## src/common/sign_abs_angle_consts.svh

```systemverilog
// Constants for the sign, magnitude and angle conversion unit.
// Assumes inclusion by the design file by bare name.
`ifndef SIGN_ABS_ANGLE_CONSTS_SVH
`define SIGN_ABS_ANGLE_CONSTS_SVH

// Single precision field layout
`define FP_SIGN_BIT     31
`define FP_EXP_HI       30
`define FP_EXP_LO       23
`define FP_MAN_HI       22
`define FP_EXP_BIAS     8'h7F
`define FP_EXP_INF      8'hFF
// 180/pi as a 24-bit mantissa with hidden one, value 57.2957795
`define RAD2DEG_MANT    24'hE52EE1
// Exponent of 180/pi is 2^5
`define RAD2DEG_EXP     8'h05
// Limit 1e37 as a single precision bit pattern
`define RANGE_LIMIT     32'h7CF0BDC2
// Operand word widths
`define WORD_WIDTH      16
`define DWORD_WIDTH     32
// Flag reset values
`define ERR_RESET       1'b0
`define CARRY_RESET     1'b0

`endif

```

## src/common/sign_abs_angle_pkg.sv

```systemverilog
// Types shared by the sign, magnitude and angle conversion unit.
// Assumes no surroundings; the consts header is not used here.
package sign_abs_angle_pkg;

    typedef enum logic [1:0] {
        OP_MAGNITUDE  = 2'h0,
        OP_SIGN_APPLY = 2'h1,
        OP_RAD_ANGLE  = 2'h2,
        OP_NONE       = 2'h3
    } op_e;

    typedef enum logic [2:0] {
        ST_IDLE  = 3'h1,
        ST_EXEC  = 3'h2,
        ST_DONE  = 3'h4
    } state_e;

endpackage

```

## src/sign_abs_angle_unit.sv

```systemverilog
// Execution datapath for magnitude, sign apply and radian-to-degree ops.
// Assumes start pulses from the sequencer on mclk and operands valid
// in the start cycle, where they are latched.
`timescale 1ns/1ps
`include "sign_abs_angle_consts.svh"

module sign_abs_angle_unit #(
    parameter int WIDTH_W = `WORD_WIDTH,
    parameter int WIDTH_D = `DWORD_WIDTH
) (
    input  wire logic                          mclk,       // 10 MHz clock
    input  wire logic                          reset,      // Async, high
    input  wire logic                          start,      // One-cycle start
    input  wire sign_abs_angle_pkg::op_e       op,         // Operation
    input  wire logic                          dword_sel,  // 1: double word
    input  wire logic [WIDTH_D-1:0]            src,        // Source operand
    output logic      [WIDTH_D-1:0]            dest,       // Result
    output logic                               done,       // Result pulse
    output logic                               busy,       // Op in progress
    output logic                               carry_flag, // Carry flag
    output logic                               data_error_flag // Data error
);

    ////////////////////////////////////////////////////////////////////////
    // Helpers

    // Two's complement negate at either width; upper half zero for words
    function automatic logic [WIDTH_D-1:0] negate(
        input logic [WIDTH_D-1:0] v,
        input logic               dw
    );
        logic [WIDTH_D-1:0] n;
        n = (~v) + {{(WIDTH_D-1){1'b0}}, 1'b1};
        if (dw) begin
            negate = n;
        end else begin
            negate = {{(WIDTH_D-WIDTH_W){1'b0}}, n[WIDTH_W-1:0]};
        end
    endfunction

    // Narrow to the selected width
    function automatic logic [WIDTH_D-1:0] fit(
        input logic [WIDTH_D-1:0] v,
        input logic               dw
    );
        if (dw) begin
            fit = v;
        end else begin
            fit = {{(WIDTH_D-WIDTH_W){1'b0}}, v[WIDTH_W-1:0]};
        end
    endfunction

    // Sign bit at the selected width
    function automatic logic sign_of(
        input logic [WIDTH_D-1:0] v,
        input logic               dw
    );
        sign_of = dw ? v[WIDTH_D-1] : v[WIDTH_W-1];
    endfunction

    ////////////////////////////////////////////////////////////////////////
    // Sequencing

    sign_abs_angle_pkg::state_e state_reg;
    sign_abs_angle_pkg::op_e    op_reg;
    logic                       dw_reg;
    logic [WIDTH_D-1:0]         src_reg;

    sign_abs_angle_pkg::state_e state_next;
    logic                       accept;
    logic                       exec_cycle;

    // A start is only honoured from idle with a real operation code;
    // a start held high while busy is dropped, not queued
    assign accept = (state_reg == sign_abs_angle_pkg::ST_IDLE) && start &&
                    (op != sign_abs_angle_pkg::OP_NONE);

    // The single cycle in which result and flags may be written
    assign exec_cycle = (state_reg == sign_abs_angle_pkg::ST_EXEC);

    always_comb begin
        state_next = state_reg;
        case (state_reg)
            sign_abs_angle_pkg::ST_IDLE: begin
                if (accept) begin
                    state_next = sign_abs_angle_pkg::ST_EXEC;
                end
            end
            sign_abs_angle_pkg::ST_EXEC: begin
                state_next = sign_abs_angle_pkg::ST_DONE;
            end
            sign_abs_angle_pkg::ST_DONE: begin
                state_next = sign_abs_angle_pkg::ST_IDLE;
            end
            default: begin
                state_next = sign_abs_angle_pkg::ST_IDLE;
            end
        endcase
    end

    always_ff @(posedge mclk or posedge reset) begin
        if (reset) begin
            state_reg <= sign_abs_angle_pkg::ST_IDLE;
        end else begin
            state_reg <= state_next;
        end
    end

    // Op is latched at start so a changing op input cannot split one run

    always_ff @(posedge mclk or posedge reset) begin
        if (reset) begin
            op_reg  <= sign_abs_angle_pkg::OP_NONE;
            dw_reg  <= 1'b0;
            src_reg <= '0;
        end else if (state_reg == sign_abs_angle_pkg::ST_IDLE && start) begin
            op_reg  <= op;
            dw_reg  <= dword_sel;
            src_reg <= src;
        end
    end

    assign busy = (state_reg != sign_abs_angle_pkg::ST_IDLE);

    ////////////////////////////////////////////////////////////////////////
    // Angle conversion: float multiply by 180/pi, truncating rounding

    logic        f_sign;
    logic [7:0]  f_exp;
    logic [23:0] f_man;
    logic [47:0] prod;
    logic [9:0]  exp_sum;
    logic [22:0] r_man;
    logic [9:0]  r_exp;
    logic [31:0] fp_result;
    logic        fp_over;
    logic        fp_nan;

    always_comb begin
        f_sign  = src_reg[`FP_SIGN_BIT];
        f_exp   = src_reg[`FP_EXP_HI:`FP_EXP_LO];
        f_man   = {1'b1, src_reg[`FP_MAN_HI:0]};
        prod    = f_man * `RAD2DEG_MANT;
        exp_sum = {2'b00, f_exp} + {2'b00, `RAD2DEG_EXP};
        if (prod[47]) begin
            r_man = prod[46:24];
            r_exp = exp_sum + 10'h001;
        end else begin
            r_man = prod[45:23];
            r_exp = exp_sum;
        end
        fp_nan  = (f_exp == `FP_EXP_INF);
        fp_over = fp_nan || (r_exp >= {2'b00, `FP_EXP_INF});
        if (f_exp == 8'h00) begin
            // Zero and denormal inputs flush to signed zero
            fp_result = {f_sign, 31'h00000000};
        end else if (fp_over) begin
            fp_result = {f_sign, `FP_EXP_INF, 23'h000000};
        end else begin
            fp_result = {f_sign, r_exp[7:0], r_man};
        end
    end

    // Range test on the bit pattern: with the sign stripped, a larger
    // pattern of a finite float is a larger magnitude, so no float compare
    // is needed. Exponent overflow is flagged first, since the saturated
    // pattern says nothing about the true size of the result.
    localparam logic [31:0] LIMIT_BITS = `RANGE_LIMIT;

    function automatic logic beyond_limit(
        input logic [31:0] f,
        input logic        ovf
    );
        logic [30:0] mag;
        mag = f[30:0];
        beyond_limit = ovf || (mag > LIMIT_BITS[30:0]);
    endfunction

    logic fp_range_err;
    assign fp_range_err = beyond_limit(fp_result, fp_over);

    ////////////////////////////////////////////////////////////////////////
    // Result and flags, written once in the exec cycle

    logic [WIDTH_D-1:0] dest_next;
    logic               carry_next;
    logic               err_next;

    always_comb begin
        dest_next  = dest;
        carry_next = carry_flag;
        err_next   = data_error_flag;
        case (op_reg)
            sign_abs_angle_pkg::OP_MAGNITUDE: begin
                if (sign_of(src_reg, dw_reg)) begin
                    dest_next  = negate(src_reg, dw_reg);
                    carry_next = 1'b1;
                end else begin
                    dest_next  = fit(src_reg, dw_reg);
                    carry_next = 1'b0;
                end
            end
            sign_abs_angle_pkg::OP_SIGN_APPLY: begin
                if (carry_flag) begin
                    dest_next = negate(src_reg, dw_reg);
                end else begin
                    dest_next = fit(src_reg, dw_reg);
                end
            end
            sign_abs_angle_pkg::OP_RAD_ANGLE: begin
                dest_next = fp_result;
                err_next  = fp_range_err;
            end
            default: begin
                dest_next = dest;
            end
        endcase
    end

    // Destination register: written only in the exec cycle, so a start
    // that is refused leaves the last result standing
    always_ff @(posedge mclk or posedge reset) begin
        if (reset) begin
            dest <= '0;
        end else if (exec_cycle) begin
            dest <= dest_next;
        end
    end

    // Condition flags: each op passes through the flag it does not own,
    // so one write per run covers every op
    always_ff @(posedge mclk or posedge reset) begin
        if (reset) begin
            carry_flag      <= `CARRY_RESET;
            data_error_flag <= `ERR_RESET;
        end else if (exec_cycle) begin
            carry_flag      <= carry_next;
            data_error_flag <= err_next;
        end
    end

    // Done is registered from the exec cycle, so it rises together with
    // the new result and flags and stands for one cycle only
    always_ff @(posedge mclk or posedge reset) begin
        if (reset) begin
            done <= 1'b0;
        end else begin
            done <= exec_cycle;
        end
    end

endmodule

```

## config.mk

```make
export PLATFORM = sky130hd
export DESIGN_NAME = sign_abs_angle_unit
export DESIGN_NICKNAME = d
export VERILOG_FILES = /design/src/common/sign_abs_angle_pkg.sv /design/src/sign_abs_angle_unit.sv
export VERILOG_INCLUDE_DIRS = /design/src /design/src/common
export SDC_FILE = /design/constraint.sdc
export NUM_CORES = 1
export LEC_CHECK = 0
export ABC_CLOCK_PERIOD_IN_PS = 8000
export BUFFER_PORTS_ARGS = -buffer_cell sky130_fd_sc_hd__buf_2
export CAP_MARGIN = 0
export CORE_MARGIN = 5
export CORE_UTILIZATION = 40
export DETAILED_ROUTE_END_ITERATION = 8
export GPL_TIMING_DRIVEN = 0
export SLEW_MARGIN = 25
export SYNTH_ARGS = -nofsm -noshare
export SYNTH_HDL_FRONTEND = slang
export SYNTH_SLANG_ARGS = --single-unit
```

## constraint.sdc

```tcl
create_clock -name mclk -period 8 [get_ports mclk]
set_input_delay 0.8 -clock mclk [delete_from_list [all_inputs] [get_ports mclk]]
set_output_delay 0.8 -clock mclk [all_outputs]
set_load 0.03 [all_outputs]
```

======== Word-level counts from Yosys, hierarchy flattened ========
Index checks and enable logic that the tools add are counted.
W data, S select, Z words.
cells by class
  add/sub/neg operators ................... 3
  $mul .................................... 1
  divide/modulo/power cells ............... 0
  magnitude comparators ................... 2
  equality and inequality tests ........... 8
  shifts and indexed selects .............. 0
  mux-type cells .......................... 13
  bitwise gates (word level) .............. 1
  reduce and logical (&&, ||, !) cells .... 10
operators with widths
  kind                      count
  $mux W32                  4
  $pmux W32 S3              1
  $mux W31                  2
  $mul A24 B24 Y48 const B  1
  $add A32 B1 Y32 const B   1
  $not A32 Y32              1
  $gt A31 B31 Y1 const B    1
  $mux W23                  1
  $add A9 B1 Y10 const B    1
  $ge A10 B8 Y1 const B     1
  $mux W10                  1
  $add A8 B3 Y9 const B     1
  $eq A8 B8 Y1 const B      1
  $logic_not A8 Y1          1
  $pmux W3 S2               1
  $reduce_and A2 Y1         3
  $ne A2 B2 Y1 const B      2
  $eq A3 B1 Y1 const B      1
  $eq A3 B2 Y1 const B      1
  $mux W3                   1
  $ne A3 B1 Y1 const B      1
  $reduce_bool A3 Y1        1
  $eq A2 B1 Y1 const B      1
  $eq A2 B2 Y1 const B      1
  other kinds (4)           7
word-level totals
  register bits ........................... 73
  latch bits .............................. 0
  bits in writable memories ............... 0
  ROM bits ................................ 0
  input port bits ......................... 38
  output and inout bits ................... 36
  logic and storage cells ................. 46
  memories ................................ 0

======== Logic depth before layout (Yosys ltp) ========
Gate-level depths: netlist (run 1).
  depth in word-level cells ............... 9
  gate-level depth with buffers ........... 30

======== Worst setup path after synthesis (run 1) ========
No wires, ideal clock.
  path kind ............................... reg-to-reg
  start point ............................. register src_reg[10]
  end point ............................... register dest[1]
  data arrival time ....................... 7.335 ns
  data required time ...................... 7.863 ns
  setup slack ............................. 0.528 ns
  cell stages (with the launch flop) ...... 28
  buffers on the path ..................... 1
  clock period less this slack ............ 7.472 ns
  cell sequence ........................... dfrtp_1 -> inv_1 -> ha_1 -> fa_1 -> inv_1 -> fa_1 -> inv_1 -> fa_1 -> inv_1 -> fa_1 -> inv_1 -> fa_1 -> inv_1 -> fa_1 -> inv_1 -> ha_1 -> nand4_2 -> or4_1 -> o221a_4 -> a21boi_4 -> nor4_4 -> nor4_4 -> xnor2_1 -> a31oi_4 -> nor2b_1 -> buf_4 -> a222oi_1 -> a21oi_1
on the way
  cells in the longest elaborated chain, start to end .. 7
  elaborated cells between the ends (all ways) .. 8
  those cells by class .................... mul (1); order compare (1); mux (5); reduce/logical (1)
RTL lines
  item                                   RTL line                    source
  start: declaration                     sign_abs_angle_unit.sv:67   logic [WIDTH_D-1:0] src_reg;
  start signal: assignment               sign_abs_angle_unit.sv:119  src_reg <= src;
  $mul A24 B24 Y48 (no source line) (*)  -
  $mux W10                               sign_abs_angle_unit.sv:145  if (prod[47]) begin
  $ge A10 B8 Y1                          sign_abs_angle_unit.sv:153  fp_over = fp_nan || (r_exp >= {2'b00, `FP_EXP_INF});
  $logic_or A1 B1 Y1                     sign_abs_angle_unit.sv:153
  $mux W31 (*)                           sign_abs_angle_unit.sv:157  end else if (fp_over) begin
  $mux W31 (*)                           sign_abs_angle_unit.sv:154  if (f_exp == 8'h00) begin
  $pmux W32 S3 (*)                       sign_abs_angle_unit.sv:193  case (op_reg)
  end signal: assignment                 sign_abs_angle_unit.sv:226  dest <= dest_next;
  end: declaration                       sign_abs_angle_unit.sv:17   output logic [WIDTH_D-1:0] dest,
Every way passes the cells marked *; elsewhere a longest branch is shown, timed or not.
A chain may end at the register's enable or synchronous reset.

======== Worst setup path in the final report (run 1) ========
  start point ............................. register src_reg[8]
  end point ............................... register dest[1]
Same word-level chain as after synthesis.

==> summary.md, run 1 <==
| Metric | Value |
|---|---|
| Clock tree buffer depth | `2` |
| Syn Std Cell Area | `~15000 µm²` |
| Cell with the largest stage delay on the worst path | `or4_4` |
| Post-route minimum period | `7.78 ns` |
| Via Count | `around 13000` |
| DP Cell Count | `around 2300` |
| Routed wire length | `about 50000 µm` |
| WP buf/inv | `7` |
| Clk sinks | `73` |
| Post-placement cell area | `about 16000 µm²` |
| N_diodes | `0` |
| # fillers | `approximately 3700` |
| I/O Buffers | `73` |
| Post-route design area | `roughly 18000 µm²` |
| Final period util | `between 90% and 100%` |
| Final hold slack | `around 0.47 ns` |
| Run status | `finished clean` |
| Arrival @ worst endpoint | `about 8.0 ns` |
| Vias in the first global route | `13516` |
| Avg Vias per Cell | `about 5.5` |
| Clock Latency Late Sink | `about 0.36 ns` |
| Nets | `around 2400` |
| Die Ht | `just over 200 µm` |
| Sequential fraction of the synthesis area | `11.9%` |
| Initial Utilization | `40.6%` |
| Final setup violation count | `0` |
| DR WL/cell | `21.4 µm` |
| RD Place Congestion | `between 0.9 and 1` |
| Worst endpoint required time | `~8.2 ns` |
| Area growth syn-to-layout | `16.2%` |
| CP top delay family | `adder cells` |
| Total of max-cap violations | `0` |
| DRT iter0 DRCs | `886` |
| Reg area | `around 1900 µm²` |
| Htree depth | `3` |
| Syn Area/Cell | `between 8 and 9 µm²` |
| Syn Inst Count | `1725` |
| Ys Warns | `0` |
| WS Path Type | `reg -> reg` |
| Post-DP HPWL | `~41000 µm` |
| Total GRT Usage | `around a quarter` |
| Distinct cell type count after synthesis | `94` |
| Die Wd | `206 µm` |
| CP Max Fanout | `8` |
| Setup crit end kind | `register` |
| Commonest non-fill, non-tap cell in the layout | `inv_1` |
| Area of the multi-input gates | `between 10000 and 15000 µm²` |
| Post-synthesis async set-or-reset flop share | `100%` |
| Reg clk slew, reported paths | `0.08 ns` |
| Worst hold-check path type | `in -> async` |
| Slew Viols, Final | `0` |
| Top Ports | `74` |
| DRT Pass-1 Iters | `5` |
| Clock Root Buffer | `clkbuf_16` |
| GR Overflow Total | `0` |
| Die area | `approximately 42000 µm²` |
| Layout Skew | `between 0.015 and 0.02 ns` |
| Slew HR | `between 30 and 40%` |
| First-pass GRT wire length | `78400 µm` |
| Largest net degree at the start of global routing | `40` |
| CTS tree | `done` |
| Synthesized flop and latch total | `73` |
| Initial antenna violation count | `0` |
| Crit path largest cell delay | `around 0.57 ns` |
| Reg2reg start | `src_reg[8]` |
| Final ANT Viol Nets | `0` |
| CORE AREA | `between 30000 and 40000 µm²` |
| Share of layout cells above drive strength 1 | `17.1%` |
| Non-filler cells, final | `2395` |
| Site Rows | `between 70 and 80` |
| EDFF count, synth | `0` |
| # hold bufs at CTS | `0` |
| Highest clock rate | `128 MHz` |
| Startpoint types | `register` |
| Synth Flop Type | `dfrtp_1` |
| # DRC | `0` |
| CTS Buf Count | `9` |
| Slew @ Worst Pin | `approximately 0.96 ns` |
| CP startpoint | `src_reg[8]` |
| Hold Violations, Final | `0` |
| Net Count, Synth | `roughly 2200` |
| Most frequent cells in the layout | `inv_1 (384), ha_1 (257), fa_1 (189), nand2_1 (113), a21oi_1 (103)` |
## cell families after synthesis
family | count (synthesis) | share of synthesized area (%)
AND/OR/NAND/NOR | 320 | 10.5
adder cells (fa/ha/maj) | 464 | 47.3
XOR/XNOR | 38 | 2.17
AO/OA/AOI/OAI | 368 | 15.6
flip-flops | 73 | 11.9
buffers and inverters | 442 | 11.1
multiplexers | 20 | 1.39
## metrics by stage
step	utilization [%]	setup WS (ns)	setup TNS (ns)
2_1_floorplan	-	0.528	0
3_3_place_gp	43.3	-1.00	-21.21
3_5_place_dp	43.4	-1.02	-23.52
4_1_cts	45.4	-0.0233	-0.0233
5_1_grt	47.2	-0.00768	-0.0151
6_report	47.2	0.216	0
## per-layer routing
| layer | global-route usage, % | part of all wire (%) | up-vias |
|---|---|---|---|
| li1 | - | - | 6038 |
| met1 | 33.7 | 45 | 6594 |
| met2 | 41.0 | 48 | 427 |
| met3 | 2.00 | 5.1 | 78 |
| met4 | 5.94 | 2.9 | 0 |
| met5 | 0 | 0 | - |
## cell type report
cell class,count,area share (%)
Tap cell,511,3.59
Buffer,44,1.27
Timing Repair Buffer,149,5.66
Multi-Input combinational cell,1210,68.8
Clock buffer,9,1.26
Inverter,392,8.40
Clock inverter,7,0.337
Sequential cell,73,10.7
## synthesized netlist by cell type, drive strengths merged (8+ instances only)
master  instances  area, µm²
inv           392       1470
ha            271       3390
fa            193       3860
a21oi         115        576
nand2         114        428
o21ai          91        459
nor2           73        277
dfrtp          70       1750
clkbuf         39        168
xnor2          30        263
nor3           28        151
nand4          21        138
a31oi          19        155
o21a           17        128
a21o           15        118
nand3          14       70.1
o211ai         14        105
o221ai         12        105
a211oi         11       87.6
buf            11       65.1
mux2           11        124
o31ai          11       82.6
and3           10       65.1
mux2i           9       90.1
nor4            9       86.3
or3             9       58.8
and2            8       53.8
xor2            8       70.1
## path summary, 6_finish.rpt
check	cells after the start	slack, ns	endpoint
min reg2reg	1	0.47	state_reg[2]
max	26	0.22	dest[1]
min in group mclk	1	0.47	state_reg[2]
max in group asynchronous	3	6.89	src_reg[20]
max reg2reg	26	0.22	dest[1]
min	2	0.47	done
## timing repair
| action | in CTS | in global routing |
|---|---|---|
| pin swaps | 10 | 34 |
| endpoints found under the setup margin | 32 | 30 |
| resized for setup | 71 | 90 |
| buffers inserted | 31 | 44 |
Power of run 1 is left out: the tool's default activity adds up to more than one toggle a clock period on the data nets, which glitch-free logic cannot reach.
==> run 2, diff against run 1 <==
- CAP_MARGIN: 0 -> 20
- CORE_MARGIN: 5 -> default
==> summary.md, run 2 (synthesized netlist as in run 1, its figures left out) <==
| Metric | Value |
|---|---|
| CTS tree | `done` |
| Most frequent cells in the layout | `inv_1 (381), ha_1 (251), fa_1 (188), nand2_1 (113), a21oi_1 (106)` |
| Commonest non-fill, non-tap cell in the layout | `inv_1` |
| Slew Viols, Final | `0` |
| Slew @ Worst Pin | `a little over 0.9 ns` |
| Worst hold-check path type | `in -> async` |
| Area growth syn-to-layout | `17.1%` |
| RD Place Congestion | `a little under 1` |
| Run status | `finished clean` |
| Routed wire length | `roughly 50000 µm` |
| Hold Violations, Final | `0` |
| Final period util | `about 100%` |
| Site Rows | `71` |
| Highest clock rate | `between 100 and 150 MHz` |
| Final ANT Viol Nets | `0` |
| Die Ht | `roughly 200 µm` |
| Setup tns final | `0 ns` |
| CP Max Fanout | `8` |
| Die Wd | `just under 200 µm` |
| CTS Buf Count | `9` |
| Initial Utilization | `between 40% and 50%` |
| Post-DP HPWL | `around 40000 µm` |
| Top Ports | `74` |
| Reg clk slew, reported paths | `about 0.07 ns` |
| Die area | `~39000 µm²` |
| Setup crit end kind | `register` |
| Initial antenna violation count | `0` |
| Clk sinks | `73` |
| Htree depth | `3` |
| First-pass GRT wire length | `approximately 77000 µm` |
| I/O Buffers | `73` |
| Startpoint types | `register` |
| Post-route minimum period | `~7.9 ns` |
| Arrival @ worst endpoint | `slightly above 8 ns` |
| Via Count | `~13000` |
| Post-Route Utilization | `47.7%` |
| # fillers | `approximately 3700` |
| Layout Skew | `~0.014 ns` |
| WS Path Type | `reg -> reg` |
| DRT Pass-1 Iters | `8` |
| Worst endpoint required time | `about 8.2 ns` |
| Clock tree buffer depth | `2` |
| # DRC | `0` |
| Largest net degree at the start of global routing | `41` |
| Reg area | `between 1500 and 2000 µm²` |
| DR WL/cell | `~21 µm` |
| GR Overflow Total | `0` |
| Avg Vias per Cell | `between 5 and 6` |
| Slew HR | `39.2%` |
| CORE AREA | `approximately 38000 µm²` |
| DRT iter0 DRCs | `952` |
| Vias in the first global route | `approximately 13000` |
| Nets | `around 2400` |
| Final setup violation count | `0` |
| Clock Root Buffer | `clkbuf_16` |
| Total GRT Usage | `26.4%` |
| Clock Latency Late Sink | `around 0.36 ns` |
| N_diodes | `0` |
| Total of max-cap violations | `0` |
| Area of the multi-input gates | `between 10000 and 15000 µm²` |
| RSZ-0062 raised after global routing | `yes` |
| Share of layout cells above drive strength 1 | `17.8%` |
-- run 2: cell types whose count changed in the layout (fill, tap and decap cells not counted), sizes merged --
cell,change
inv,-3
bufinv,+1
clkbuf,+3
buf,+8
clkinv,+2
-- run 2: path summary, 6_finish.rpt --
check	endpoint	startpoint	slack, ns	cells after the start
max	data_error_flag	src_reg[2]	0.08	26
min	done	reset	0.47	2
max reg2reg	data_error_flag	src_reg[2]	0.08	26
min reg2reg	state_reg[2]	state_reg[2]	0.48	1
max in group asynchronous	op_reg[0]	reset	6.89	3
min in group mclk	state_reg[2]	state_reg[2]	0.48	1
-- run 2: critical path, cell delays in order, from the launching register on --
cell      delay (ns)
dfrtp_4         0.55
fa_2            0.60
inv_1           0.06
fa_1            0.56
inv_2           0.06
fa_1            0.49
inv_1           0.06
fa_1            0.54
inv_1           0.05
fa_1            0.47
fa_1            0.55
inv_1           0.06
fa_1            0.52
inv_1           0.05
ha_1            0.30
buf_6           0.14
a21oi_1         0.22
o21ai_1         0.14
or3_1           0.41
nor3_4          0.27
nor2_1          0.14
o311ai_1        0.52
nor2_1          0.09
a21oi_1         0.42
o211ai_1        0.17
o211ai_1        0.26
a211oi_2        0.10
-- run 2: stage by stage --
| stage | worst slack [ns] | cell area, µm² | cells | hold WS (ns) |
|---|---|---|---|---|
| global placement | -0.988 | 16300 | 2309 | 0.446 |
| global route | -0.136 | 18000 | 2406 | 0.497 |
| detailed placement | -1.03 | 16400 | 2310 | 0.465 |
| finish | 0.0792 | 18000 | 2406 | 0.469 |
| floorplan | 0.528 | 15300 | 1725 | 0.431 |
| CTS | -0.0982 | 17300 | 2369 | 0.479 |
-- run 2: what timing repair did --
item | CTS | global route
hold buffers | 0 | 0
endpoints found under the setup margin | 32 | 29
pin swaps | 10 | 43
resized for setup | 74 | 94
setup buffers | 45 | 41
-- run 2: final cells by class --
class                   count  share of cell area, %
multi-input cells        1210                   68.6
plain buffers              44                   1.29
inverters                 392                   8.35
clock inverters             7                  0.439
flip-flops and latches     73                   10.6
well taps                 511                   3.56
repair buffers            160                   5.95
clock buffers               9                   1.25
-- run 2: metal layers --
metal | global-route usage [%] | wire (µm) | vias to the layer above
li1 | - | - | 6043
met1 | 36.1 | 21800 | 6514
met2 | 42.1 | 23100 | 499
met3 | 3.58 | 3540 | 95
met4 | 10.6 | 2060 | 0
met5 | 0 | 0 | -
Power of run 2 is left out for the same reason.
